[config.mk]
export PLATFORM = sky130hd
export DESIGN_NAME = ahfs_host
export DESIGN_NICKNAME = d
export VERILOG_FILES = /design/src/include/ahfs_pkg.sv /design/src/hdl/ahfs_host.sv
export SDC_FILE = /design/constraint.sdc
export NUM_CORES = 1
export LEC_CHECK = 0
export BUFFER_PORTS_ARGS = -buffer_cell sky130_fd_sc_hd__buf_4
export CORE_MARGIN = 8
export CORE_UTILIZATION = 40
export DETAILED_ROUTE_END_ITERATION = 12
export PLACE_DENSITY = 0.55
export SLEW_MARGIN = 20
export SYNTH_ARGS = -nofsm -noshare
export SYNTH_HDL_FRONTEND = slang
export SYNTH_SLANG_ARGS = --single-unit
[constraint.sdc]
create_clock -name clock -period 9.5 [get_ports clock]
set_input_delay 1.425 -clock clock [delete_from_list [all_inputs] [get_ports clock]]
set_output_delay 1.425 -clock clock [all_outputs]
set_load 0.05 [all_outputs]
[src/include/ahfs_pkg.sv]
// shared types and constants of the host-side flow control, status and strobe logic
`default_nettype none
package ahfs_pkg;

  // ****************************************
  // widths and depths
  // ****************************************
  localparam int unsigned AD_WIDTH = 32;
  localparam int unsigned SBA_WIDTH = 8;
  localparam int unsigned ST_WIDTH = 3;
  localparam int unsigned FIFO_DEPTH = 32;
  localparam int unsigned PTR_WIDTH = 5;

  // ****************************************
  // codes and reset values
  // ****************************************
  localparam logic [2:0] ST_FRAME_GO = 3'h7;      // status value that lets a frame start
  localparam logic [2:0] ST_RESET = 3'h7;
  localparam logic [7:0] SBA_IDLE = 8'hFF;        // sideband idle pattern
  localparam logic [31:0] AD_RESET = 32'h0000_0000;

  // operating mode of the port
  typedef enum logic [1:0] {
    MODE_FRAME = 2'b00,
    MODE_PIPE = 2'b01,
    MODE_SBA = 2'b10
  } ahfs_mode_t;

  // burst state, gray along idle-read and idle-write
  typedef enum logic [1:0] {
    FSM_IDLE = 2'b00,
    FSM_READ = 2'b01,
    FSM_WRITE = 2'b10
  } ahfs_fsm_t;

  // one queued word: read return or fast write data
  typedef struct packed {
    logic isWrite;
    logic last;
    logic [AD_WIDTH-1:0] data;
  } ahfs_word_t;

  localparam int unsigned WORD_WIDTH = $bits(ahfs_word_t);

  // strobe pins, true and complement for both halves and the oe
  typedef struct packed {
    logic stb0;
    logic stb0N;
    logic stb1;
    logic stb1N;
    logic oe;
  } ahfs_strobe_t;

endpackage

`default_nettype wire

[src/hdl/ahfs_host.sv]
// host end of the port: word fifo, flow-controlled burst engine, status bus and strobes
//
// How it works
// - read-buffer-full blocks starting a new read return; a running one finishes
// - buffer-full pins are looked at only on the cycle-start edge of the link clock
// - buffer-full pins are ignored while the port runs frame-based transactions
// - write-buffer-full stops driving fast write data toward the master
// - in frame mode status 111 lets the master start a frame
// - low-half strobe pair is driven by the host while it sources data
// - high-half strobe pair is driven by the host while it sources data
// - sideband bus carries no addresses during frame-based operation
// - frame pin is driven low only to bracket a fast write
// - sideband requests are taken while the data bus is busy
`timescale 1ns/10ps
`default_nettype none

// ****************************************
// word fifo
// ****************************************
module ahfs_fifo #(
  parameter int unsigned WIDTH = 34,
  parameter int unsigned DEPTH = 32,
  parameter int unsigned AW = 5
) (
  input wire logic clock,
  input wire logic srst,
  input wire logic inValid,
  output logic inReady,
  input wire logic [WIDTH-1:0] inData,
  output logic outValid,
  input wire logic outReady,
  output logic [WIDTH-1:0] outData
);
  typedef struct packed {
    logic [AW-1:0] wrPtr;
    logic [AW-1:0] rdPtr;
    logic [AW:0] count;
    logic notFull;
  } ahfs_fifo_state_t;

  ahfs_fifo_state_t s_q, s_d;
  logic [WIDTH-1:0] mem [DEPTH];
  logic doWr, doRd;

  // ready comes from a register so the source sees an honest full
  always_comb begin
    doWr = inValid & s_q.notFull;
    doRd = outReady & (s_q.count != '0);
    s_d = s_q;
    if (doWr) s_d.wrPtr = s_q.wrPtr + 1'b1;
    if (doRd) s_d.rdPtr = s_q.rdPtr + 1'b1;
    s_d.count = s_q.count + {{AW{1'b0}}, doWr} - {{AW{1'b0}}, doRd};
    s_d.notFull = (s_d.count != (AW+1)'(DEPTH));
  end

  always_ff @(posedge clock) begin
    if (srst) begin
      s_q <= '{wrPtr: '0, rdPtr: '0, count: '0, notFull: 1'b1};
    end else begin
      s_q <= s_d;
    end
    if (doWr) mem[s_q.wrPtr] <= inData;
  end

  assign inReady = s_q.notFull;
  assign outValid = (s_q.count != '0);
  assign outData = mem[s_q.rdPtr];
endmodule // ahfs_fifo

// ****************************************
// host engine
// ****************************************
module ahfs_host (
  input wire logic clock,
  input wire logic srst,
  input wire ahfs_pkg::ahfs_mode_t mode,
  input wire logic linkClk,
  input wire logic rbfN,
  input wire logic wbfN,
  input wire logic [ahfs_pkg::SBA_WIDTH-1:0] sbaIn,
  input wire logic grantReq,
  input wire logic frameGrant,
  input wire logic [ahfs_pkg::ST_WIDTH-1:0] stCode,
  input wire logic wordValid,
  output logic wordReady,
  input wire ahfs_pkg::ahfs_word_t wordIn,
  output logic [ahfs_pkg::AD_WIDTH-1:0] adOut,
  output logic adOe,
  output ahfs_pkg::ahfs_strobe_t adStb,
  output logic frameN,
  output logic frameOe,
  output logic gntN,
  output logic [ahfs_pkg::ST_WIDTH-1:0] stOut,
  output logic sbaReq,
  output logic [ahfs_pkg::SBA_WIDTH-1:0] sbaAddr
);
  import ahfs_pkg::*;

  typedef struct packed {
    ahfs_fsm_t fsm;
    logic [1:0] lnkS;
    logic lnkPrev;
    logic [1:0] rbfS;
    logic [1:0] wbfS;
    logic [SBA_WIDTH-1:0] sbaS1;
    logic [SBA_WIDTH-1:0] sbaS2;
    logic rbfSeen;
    logic wbfSeen;
    logic lastSent;
    logic [AD_WIDTH-1:0] ad;
    logic adOe;
    ahfs_strobe_t stb;
    logic frameN;
    logic gntN;
    logic [ST_WIDTH-1:0] st;
    logic sbaReq;
    logic [SBA_WIDTH-1:0] sbaAddr;
  } ahfs_state_t;

  ahfs_state_t s_q, s_d;
  ahfs_word_t head;
  logic [WORD_WIDTH-1:0] headBits;
  logic headValid, pop, rise, flowOn, rbfFull, wbfFull;

  ahfs_fifo #(.WIDTH(WORD_WIDTH), .DEPTH(FIFO_DEPTH), .AW(PTR_WIDTH)) u_fifo (
    .clock(clock),
    .srst(srst),
    .inValid(wordValid),
    .inReady(wordReady),
    .inData(wordIn),
    .outValid(headValid),
    .outReady(pop),
    .outData(headBits)
  );
  assign head = ahfs_word_t'(headBits);

  // strobe pair flip and drive, shared by read and write bursts
  function automatic ahfs_strobe_t stbFlip(input ahfs_strobe_t cur);
    ahfs_strobe_t nxt;
    nxt.stb0 = ~cur.stb0;
    nxt.stb0N = cur.stb0;
    nxt.stb1 = ~cur.stb1;
    nxt.stb1N = cur.stb1;
    nxt.oe = 1'b1;
    return nxt;
  endfunction

  // cycle starts at a sampled rising edge of the link clock
  assign rise = s_q.lnkS[1] & ~s_q.lnkPrev;
  assign flowOn = (mode != MODE_FRAME);
  assign rbfFull = flowOn & s_q.rbfSeen;
  assign wbfFull = flowOn & s_q.wbfSeen;

  // ****************************************
  // next state
  // ****************************************
  always_comb begin
    s_d = s_q;
    pop = 1'b0;
    // two-flop synchronisers on every pin from the link
    s_d.lnkS = {s_q.lnkS[0], linkClk};
    s_d.lnkPrev = s_q.lnkS[1];
    s_d.rbfS = {s_q.rbfS[0], rbfN};
    s_d.wbfS = {s_q.wbfS[0], wbfN};
    s_d.sbaS1 = sbaIn;
    s_d.sbaS2 = s_q.sbaS1;
    // flags caught at cycle start only, low means full
    if (rise) begin
      s_d.rbfSeen = ~s_q.rbfS[1];
      s_d.wbfSeen = ~s_q.wbfS[1];
    end
    s_d.sbaReq = 1'b0;
    // sideband runs beside the data engine, never in frame mode
    if (rise && mode == MODE_SBA && s_q.sbaS2 != SBA_IDLE) begin
      s_d.sbaReq = 1'b1;
      s_d.sbaAddr = s_q.sbaS2;
    end
    // arbiter status: 111 opens a frame in frame mode
    s_d.gntN = ~(grantReq | (mode == MODE_FRAME && frameGrant));
    s_d.st = (mode == MODE_FRAME && frameGrant) ? ST_FRAME_GO : stCode;
    // burst engine, steps once per link cycle
    if (rise) begin
      unique case (s_q.fsm)
        FSM_IDLE: begin
          // new read waits for room, new write for room
          if (headValid && !head.isWrite && !rbfFull) begin
            s_d.fsm = FSM_READ;
          end else if (headValid && head.isWrite && !wbfFull) begin
            s_d.fsm = FSM_WRITE;
            s_d.frameN = 1'b0;
          end
          if (s_d.fsm != FSM_IDLE) begin
            pop = 1'b1;
            s_d.ad = head.data;
            s_d.adOe = 1'b1;
            s_d.stb = stbFlip(s_q.stb);
            s_d.lastSent = head.last;
          end
        end
        FSM_READ, FSM_WRITE: begin
          if (s_q.lastSent) begin
            // release the bus one cycle after the last word
            s_d.fsm = FSM_IDLE;
            s_d.adOe = 1'b0;
            s_d.stb.oe = 1'b0;
            s_d.frameN = 1'b1;
          end else if (headValid && (s_q.fsm == FSM_READ || !wbfFull)) begin
            pop = 1'b1;
            s_d.ad = head.data;
            s_d.stb = stbFlip(s_q.stb);
            s_d.lastSent = head.last;
          end
        end
        default: begin
          s_d.fsm = FSM_IDLE;
        end
      endcase
    end
  end

  // link sync and its edge memory reset high: a pin already high at release is no false start
  always_ff @(posedge clock) begin
    if (srst) begin
      s_q <= '{fsm: FSM_IDLE, lnkS: 2'b11, lnkPrev: 1'b1, rbfS: 2'b11, wbfS: 2'b11,
               sbaS1: SBA_IDLE, sbaS2: SBA_IDLE, rbfSeen: 1'b0, wbfSeen: 1'b0,
               lastSent: 1'b0, ad: AD_RESET, adOe: 1'b0,
               stb: '{stb0: 1'b0, stb0N: 1'b1, stb1: 1'b0, stb1N: 1'b1, oe: 1'b0},
               frameN: 1'b1, gntN: 1'b1, st: ST_RESET, sbaReq: 1'b0,
               sbaAddr: SBA_IDLE};
    end else begin
      s_q <= s_d;
    end
  end

  // outputs straight from the state register, except frameOe which is tied high
  assign adOut = s_q.ad;
  assign adOe = s_q.adOe;
  assign adStb = s_q.stb;
  assign frameN = s_q.frameN;
  assign frameOe = 1'b1;
  assign gntN = s_q.gntN;
  assign stOut = s_q.st;
  assign sbaReq = s_q.sbaReq;
  assign sbaAddr = s_q.sbaAddr;
endmodule // ahfs_host

`default_nettype wire

==> results of run 1 <==
[synth_stat cells, types with 2 or more instances]
cell	count	area share [%]
sky130_fd_sc_hd__nor2_1	103	0.85
sky130_fd_sc_hd__nor2b_1	8	0.11
sky130_fd_sc_hd__buf_2	29	0.32
sky130_fd_sc_hd__o21bai_1	2	0.033
sky130_fd_sc_hd__xnor2_1	6	0.12
sky130_fd_sc_hd__mux4_2	330	16
sky130_fd_sc_hd__mux2_2	3	0.074
sky130_fd_sc_hd__a211oi_1	36	0.59
sky130_fd_sc_hd__edfxtp_1	1088	72
sky130_fd_sc_hd__a31oi_2	2	0.055
sky130_fd_sc_hd__nand3b_1	2	0.033
sky130_fd_sc_hd__nand3_1	6	0.066
sky130_fd_sc_hd__and3_1	3	0.041
sky130_fd_sc_hd__dfxtp_1	102	4.5
sky130_fd_sc_hd__or2_2	25	0.34
sky130_fd_sc_hd__buf_4	54	0.89
sky130_fd_sc_hd__o21ai_0	7	0.077
sky130_fd_sc_hd__nand2_1	17	0.14
sky130_fd_sc_hd__a21boi_0	2	0.033
sky130_fd_sc_hd__nand2b_1	7	0.096
sky130_fd_sc_hd__and2_1	4	0.055
sky130_fd_sc_hd__a211o_1	8	0.15
sky130_fd_sc_hd__nand4_1	5	0.069
sky130_fd_sc_hd__buf_1	17	0.14
sky130_fd_sc_hd__nor3b_1	2	0.033
sky130_fd_sc_hd__a21o_1	2	0.033
sky130_fd_sc_hd__inv_1	25	0.21
sky130_fd_sc_hd__a31oi_1	3	0.041
sky130_fd_sc_hd__a22oi_1	4	0.066
sky130_fd_sc_hd__a21oi_1	22	0.24
sky130_fd_sc_hd__ha_1	16	0.44
sky130_fd_sc_hd__clkbuf_1	53	0.44
sky130_fd_sc_hd__xor2_1	3	0.058
sky130_fd_sc_hd__nor3_1	9	0.099
sky130_fd_sc_hd__mux2i_1	50	1.1
[power by group]
group / total (uW) / switching [uW] / internal (uW) / leakage [uW]
Clock: 4640 / 1970 / 2680 / 0.00193
Sequential: 5860 / 40.5 / 5820 / 0.0106
Combinational: 717 / 440 / 277 / 0.00323
[final cells by class]
cell class                 count  area [um^2]  area share [%]
sequential                  1190        34700            66.9
inverter                      25         93.8           0.181
multi-input combinational    696        10100            19.4
clock buffer                 165         3390            6.53
timing repair buffer         154         1190            2.30
clock inverter                63          531            1.02
tap                         1500         1880            3.62
[kinds of logic (layout without fill, tap and decap cells)]
group | Yosys count | count (layout) | share of synthesized area [%]
flip-flops | 1190 | 1190 | 76.4
multiplexers | 383 | 383 | 17.5
AND/OR/NAND/NOR | 193 | 193 | 1.97
buffers and inverters | 179 | 407 | 2.02
AO/OA/AOI/OAI | 93 | 93 | 1.46
adder cells (fa/ha/maj) | 17 | 17 | 0.484
XOR/XNOR | 9 | 9 | 0.173
other | 1 | 1 | 0.00825
[how the worst max path moves through the flow]
stage	startpoint	end	slack (ns)	cells after the start
after floorplan	wordValid	u_fifo.mem[15][0]	5.51	4
after global placement	flop	adOut[28]	4.45	7
after detailed placement	flop	adOut[28]	4.45	7
after CTS	flop	u_fifo.inReady	4.44	17
after global routing	flop	u_fifo.inReady	4.18	17
final	flop	u_fifo.inReady	4.52	17
[flip-flops by register name (all words and copies together) (netlist names), named ones only]
name	count
u_fifo.inReady	1
adOut	32
adOe	1
s_d	12
adStb	5
frameN	1
gntN	1
sbaReq	1
s_q	16
stOut	3
sbaAddr	8
u_fifo.s_q	16
u_fifo.mem	1088
[routing by layer]
layer	vias to the layer above	part of all wire [%]	wire [um]	track usage, %
li1	8757	-	-	-
met1	11400	42	46000	23.2
met2	586	51	56400	29.9
met3	141	5.3	5840	3.16
met4	0	2.2	2440	4.19
met5	-	0	0	0
[metrics by stage]
step	area, um^2	total power [uW]
after floorplan	45500	6420
after global placement	47900	6680
after detailed placement	47900	6700
after CTS	51800	11300
after global routing	51900	11600
final	51900	11200
==> parameters.txt, run 1 <==
Parameter                              Value

Run status
  Outcome    finished clean

Floorplan
  Number of primary I/O pins    109
  Die area    125000 um^2
  Floorplan row count    123
  Starting utilization of the core area    40.4%
  Area of the core    113000 um^2
  Y dimension of the die    353 um
  Die Width    353 um

GRT
  All-layer global routing usage    17.5%
  Total congestion overflow after global routing    0
  Initial antenna violation count    1
  Pin count of the biggest net entering global routing    107
  Global-route wire length before repair    160000 um
  Number of global-route vias before repair    22200

Finish
  Fraction of layout cells with a size suffix above 1    31.9%
  Most common cell after layout, fill and taps aside    sky130_fd_sc_hd__edfxtp_1
  Number of nets in the layout    2259
  Growth of design area from synthesis to finish    14.1%
  Number of inserted filler cells in the final layout    9320
  Number of non-filler instances in the completed layout    3793
  Final core utilization    46.1%
  Antenna cell count    0
  Leading cell types in the layout, fill and taps excluded    sky130_fd_sc_hd__edfxtp_1 (1088), sky130_fd_sc_hd__mux4_2 (330), sky130_fd_sc_hd__buf_4 (151)

Job
  Maximum capacitance violations    0

Synthesis
  Number of synthesized register bits    1190
  Predominant post-synthesis flop cell    sky130_fd_sc_hd__edfxtp_1
  Synthesized instance count    2065
  Ys Warns    0
  Total nets after synthesis    2137
  Post-synthesis instance area    45500 um^2
  Syn_area_per_cell    22.0 um^2
  Sequential element share of the synthesized area    76.4%
  Post-synthesis async set-or-reset flop share    0%
  EDFF count, synth    1088
  Cell variety after synth    45

CTS
  Largest buffer count on any clock path    3
  Number of clock sinks    1190
  Clock tree from TritonCTS    done
  Number of hold buffers added after cts    0
  Post-CTS setup buffer count    0
  Buffer type at the clock tree root    sky130_fd_sc_hd__clkbuf_16
  Clock network latency to the later pin of the worst-skew pair    0.70 ns
  Clock-pin slew on the worst setup and hold paths    0.06 ns
  H-Tree Level Count    3
  Number of buffers created by CTS    120
  Number of instances resized during post-cts repair    0

Worst setup path
  Number of buffers and inverters on the critical path    2
  Crit path max fanout    51
  FF-to-FF End    u_fifo.inReady
  CP required    10.06 ns
  Family with the most delay on the worst path    compound AO/OA/AOI/OAI gates
  Peak per-stage delay on the critical path    0.78 ns
  Slowest CP cell    sky130_fd_sc_hd__buf_4
  Crit path capture type    flop
  Critical path class    flop to flop
  Arrival time of data at the critical path endpoint    5.54 ns
  Setup crit start kind    flop
  Critical path, cell by cell    buf_4 > mux2i_1 > a22oi_1 > and3_1 > a31oi_2 > a21oi_1 > o31ai_1 > nand2_1 > ha_1 > inv_1 > ha_1 > fa_1 > a21oi_1 > nor2_1 > nor2_1 > xor2_1 > nand4_1
  Worst reg2reg path depth    17
  Reg2reg setup slack    4.52 ns

STA
  Relative slew margins    31.8%
  Final clock period utilization by the worst path    52.4%
  Worst hold slack across all endpoints    0.409 ns
  Slew at the pin closest to its max-slew limit    1.02 ns
  Final setup margin    4.52 ns
  Final hold vios    0
  RSZ-0062 raised after global routing    no
  Max Fclk    0.201 GHz
  Number of max-slew violations in the final report    0
  Setup TNS    0 ns
  Final Setup Violations    0
  Post-Route Skew    0.0288 ns
  Final critical-path required period    4.98 ns

Power
  Leakage    0.0158 uW
  Total power divided by cell area    216 nW/um^2
  Maximum VDD drop    0.000146 V

Hold path
  Capture endpoint of the worst hold path    s_q[54]
  Number of instances on the worst hold path    1
  Tightest Hold Check Type    flop to flop
  Worst hold start    s_q[74]

Place
  HPWL Detailed    56900 um
  Number of instances in the placed design    3564
  RePlAce Congestion    0.740
  Post-placement setup slack    4.45 ns
  Number of buffer cells added on primary ports    107

Routing
  Number of DRC markers in iteration 0    1846
  Routed length per placed instance    29.2 um
  DRT Wirelength    111000 um
  Via count    20900
  Number of remaining DRC errors    0
  Average vias per placed instance    5.51
  Residual antenna-violating net count after detailed routing    0
  Number of detailed-route iterations in the first pass    5
Note: power is estimated with default switching activity, not from simulation.
==> inputs of run 2 (changes only) <==
--- a/config.mk
+++ b/config.mk
@@ -9,7 +9,7 @@
 export CORE_MARGIN = 8
 export CORE_UTILIZATION = 40
 export DETAILED_ROUTE_END_ITERATION = 12
-export PLACE_DENSITY = 0.55
+export PLACE_DENSITY = 0.57
 export SLEW_MARGIN = 20
 export SYNTH_ARGS = -nofsm -noshare
 export SYNTH_HDL_FRONTEND = slang
==> constraint.sdc (replaced) <==
create_clock -name clock -period 4.3 [get_ports clock]
set_input_delay 0.645 -clock clock [delete_from_list [all_inputs] [get_ports clock]]
set_output_delay 0.645 -clock clock [all_outputs]
set_load 0.05 [all_outputs]
==> run 2 against run 1 <==
Effect of this change:
- cell count rose by 0.29%
- critical endpoint unchanged
- sequential cell count did not move
- routed wire length fell by 2.5%
- die area did not move
- count of clock-buffer cells in the layout fell by 16
- clock power rose by 120%
- via count rose by 0.22%
- register-to-register slack got worse by 3.8 ns
- clock skew fell by 0.0089 ns
- first-iteration DRC count rose by 13%
- worst hold slack got worse by 0.26 ns
- total power rose by 120%
==> parameters.txt, run 2 (synthesis gave the netlist of run 1 again) <==
Parameter                              Value

Floorplan
  Y dimension of the die    353 um
  Floorplan row count    123
  Area of the core    113000 um^2
  Die area    125000 um^2
  Number of primary I/O pins    109
  Starting utilization of the core area    40.4%
  Die Width    353 um

Power
  Total power divided by cell area    473 nW/um^2
  Power, Total    24700 uW
  Fraction of power spent switching nets    21.3%
  Maximum VDD drop    0.000297 V
  Clock power share    41.3%
  Leakage    0.0159 uW
  Relative contribution of combinational cells to total power    6.4%
  Part of the power in registers    52.3%
  Internal Pwr Total    19500 uW
  Switching component of the power    5250 uW

Run status
  Outcome    finished clean

Routing
  Number of remaining DRC errors    0
  DRT Wirelength    108000 um
  Number of DRC markers in iteration 0    2082
  Via count    21000
  Average vias per placed instance    5.51
  Residual antenna-violating net count after detailed routing    0
  Routed length per placed instance    28.4 um
  Number of detailed-route iterations in the first pass    4

Place
  RePlAce Congestion    0.759
  HPWL Detailed    58400 um
  Number of buffer cells added on primary ports    107
  Number of instances in the placed design    3592
  Post-placement setup slack    0.599 ns

Hold path
  Capture endpoint of the worst hold path    s_d[55]
  Number of instances on the worst hold path    2
  Tightest Hold Check Type    input pin to flop
  Worst hold start    sbaIn[0]

CTS
  Number of clock sinks    1190
  Clock network latency to the later pin of the worst-skew pair    0.69 ns
  H-Tree Level Count    3
  Clock-pin slew on the worst setup and hold paths    0.06 ns
  Largest buffer count on any clock path    3
  Number of instances resized during post-cts repair    0
  Number of hold buffers added after cts    0
  Clock tree from TritonCTS    done
  Number of buffers created by CTS    115
  Post-CTS setup buffer count    0
  Buffer type at the clock tree root    sky130_fd_sc_hd__clkbuf_16

STA
  RSZ-0062 raised after global routing    no
  Final critical-path required period    3.60 ns
  Final hold vios    0
  Relative slew margins    23.0%
  Number of max-slew violations in the final report    0
  Post-Route Skew    0.0200 ns
  Max Fclk    0.278 GHz
  Final clock period utilization by the worst path    83.8%
  Setup TNS    0 ns
  Final Setup Violations    0
  Slew at the pin closest to its max-slew limit    1.16 ns
  Final setup margin    0.699 ns

GRT
  Initial antenna violation count    3
  All-layer global routing usage    17.0%
  Number of global-route vias before repair    21800
  Global-route wire length before repair    156000 um
  Pin count of the biggest net entering global routing    158
  Total congestion overflow after global routing    0

Finish
  Growth of design area from synthesis to finish    14.8%
  Number of non-filler instances in the completed layout    3804
  Reg with most FFs    u_fifo.mem
  Leading cell types in the layout, fill and taps excluded    sky130_fd_sc_hd__edfxtp_1 (1088), sky130_fd_sc_hd__mux4_2 (330), sky130_fd_sc_hd__buf_4 (163)
  Fraction of layout cells with a size suffix above 1    32.5%
  Most common cell after layout, fill and taps aside    sky130_fd_sc_hd__edfxtp_1
  Number of nets in the layout    2281
  Max FFs per register    1088

Worst setup path
  FF-to-FF End    u_fifo.inReady
  Critical path class    flop to flop
  Setup crit start kind    flop
  Arrival time of data at the critical path endpoint    4.16 ns
  Crit path max fanout    19
  Worst reg2reg path depth    17
  Crit path capture type    flop
  CP required    4.86 ns
  Reg2reg setup slack    0.70 ns

Job
  Maximum capacitance violations    0
## run 2: worst max path at each step
stage / startpoint / to / slack, ns / cells after the start
after floorplan: flop / u_fifo.inReady / 0.95 / 17
after global placement: flop / s_q[52] / 0.62 / 7
after detailed placement: flop / s_q[52] / 0.60 / 7
after CTS: flop / s_q[52] / 0.58 / 7
after global routing: flop / u_fifo.inReady / 0.42 / 17
final: flop / u_fifo.inReady / 0.70 / 17
## run 2: critical path: stages (launching register included)
cell and delay, ns:
sky130_fd_sc_hd__dfxtp_4 0.55, sky130_fd_sc_hd__mux2i_1 0.24, sky130_fd_sc_hd__a22oi_1 0.10, sky130_fd_sc_hd__and3_1 0.19, sky130_fd_sc_hd__a31oi_2 0.23, sky130_fd_sc_hd__a21oi_1 0.13
sky130_fd_sc_hd__o31ai_1 0.24, sky130_fd_sc_hd__buf_4 0.17, sky130_fd_sc_hd__nand2_1 0.05, sky130_fd_sc_hd__ha_1 0.28, sky130_fd_sc_hd__inv_1 0.04, sky130_fd_sc_hd__ha_1 0.20
sky130_fd_sc_hd__fa_1 0.44, sky130_fd_sc_hd__a21oi_1 0.14, sky130_fd_sc_hd__nor2_1 0.05, sky130_fd_sc_hd__nor2_1 0.10, sky130_fd_sc_hd__xor2_1 0.19, sky130_fd_sc_hd__nand4_1 0.10
## run 2: layout make-up
| class | count | area (um^2) |
|---|---|---|
| Antenna cell | 2 | 5.00 |
| Clock buffer | 149 | 3150 |
| Clock inverter | 61 | 677 |
| Fill cell | 9278 | 60500 |
| Inverter | 25 | 93.8 |
| Multi-Input combinational cell | 696 | 10100 |
| Sequential cell | 1190 | 34700 |
| Tap cell | 1500 | 1880 |
| Timing Repair Buffer | 181 | 1580 |
## run 2: power groups by stage
| stage | Combinational (uW) | Clock, uW | Sequential (uW) |
|---|---|---|---|
| final | 1580 | 10200 | 12900 |
| after global routing | 1720 | 10900 | 12900 |
| after CTS | 1620 | 10400 | 12900 |
| after detailed placement | 1610 | 0 | 13200 |
| after global placement | 1580 | 0 | 13200 |
| after floorplan | 1020 | 0 | 13200 |
## run 2: routing by layer
metal | track usage (%) | share of wire, % | vias to the layer above
met5 | 0 | 0.012 | -
met4 | 4.48 | 2.2 | 2
met3 | 3.03 | 5.6 | 147
met2 | 29.3 | 51 | 619
met1 | 22.3 | 41 | 11400
li1 | - | - | 8804
## run 2: through the flow
| step | utilization, % | instance area [um^2] | hold slack (ns) |
|---|---|---|---|
| 2_1_floorplan | - | 45500 | 0.389 |
| 3_3_place_gp | 42.9 | 48400 | 0.394 |
| 3_5_place_dp | 42.9 | 48400 | 0.396 |
| 4_1_cts | 46.3 | 52200 | 0.0960 |
| 5_1_grt | 46.3 | 52200 | 0.123 |
| 6_report | 46.3 | 52200 | 0.146 |
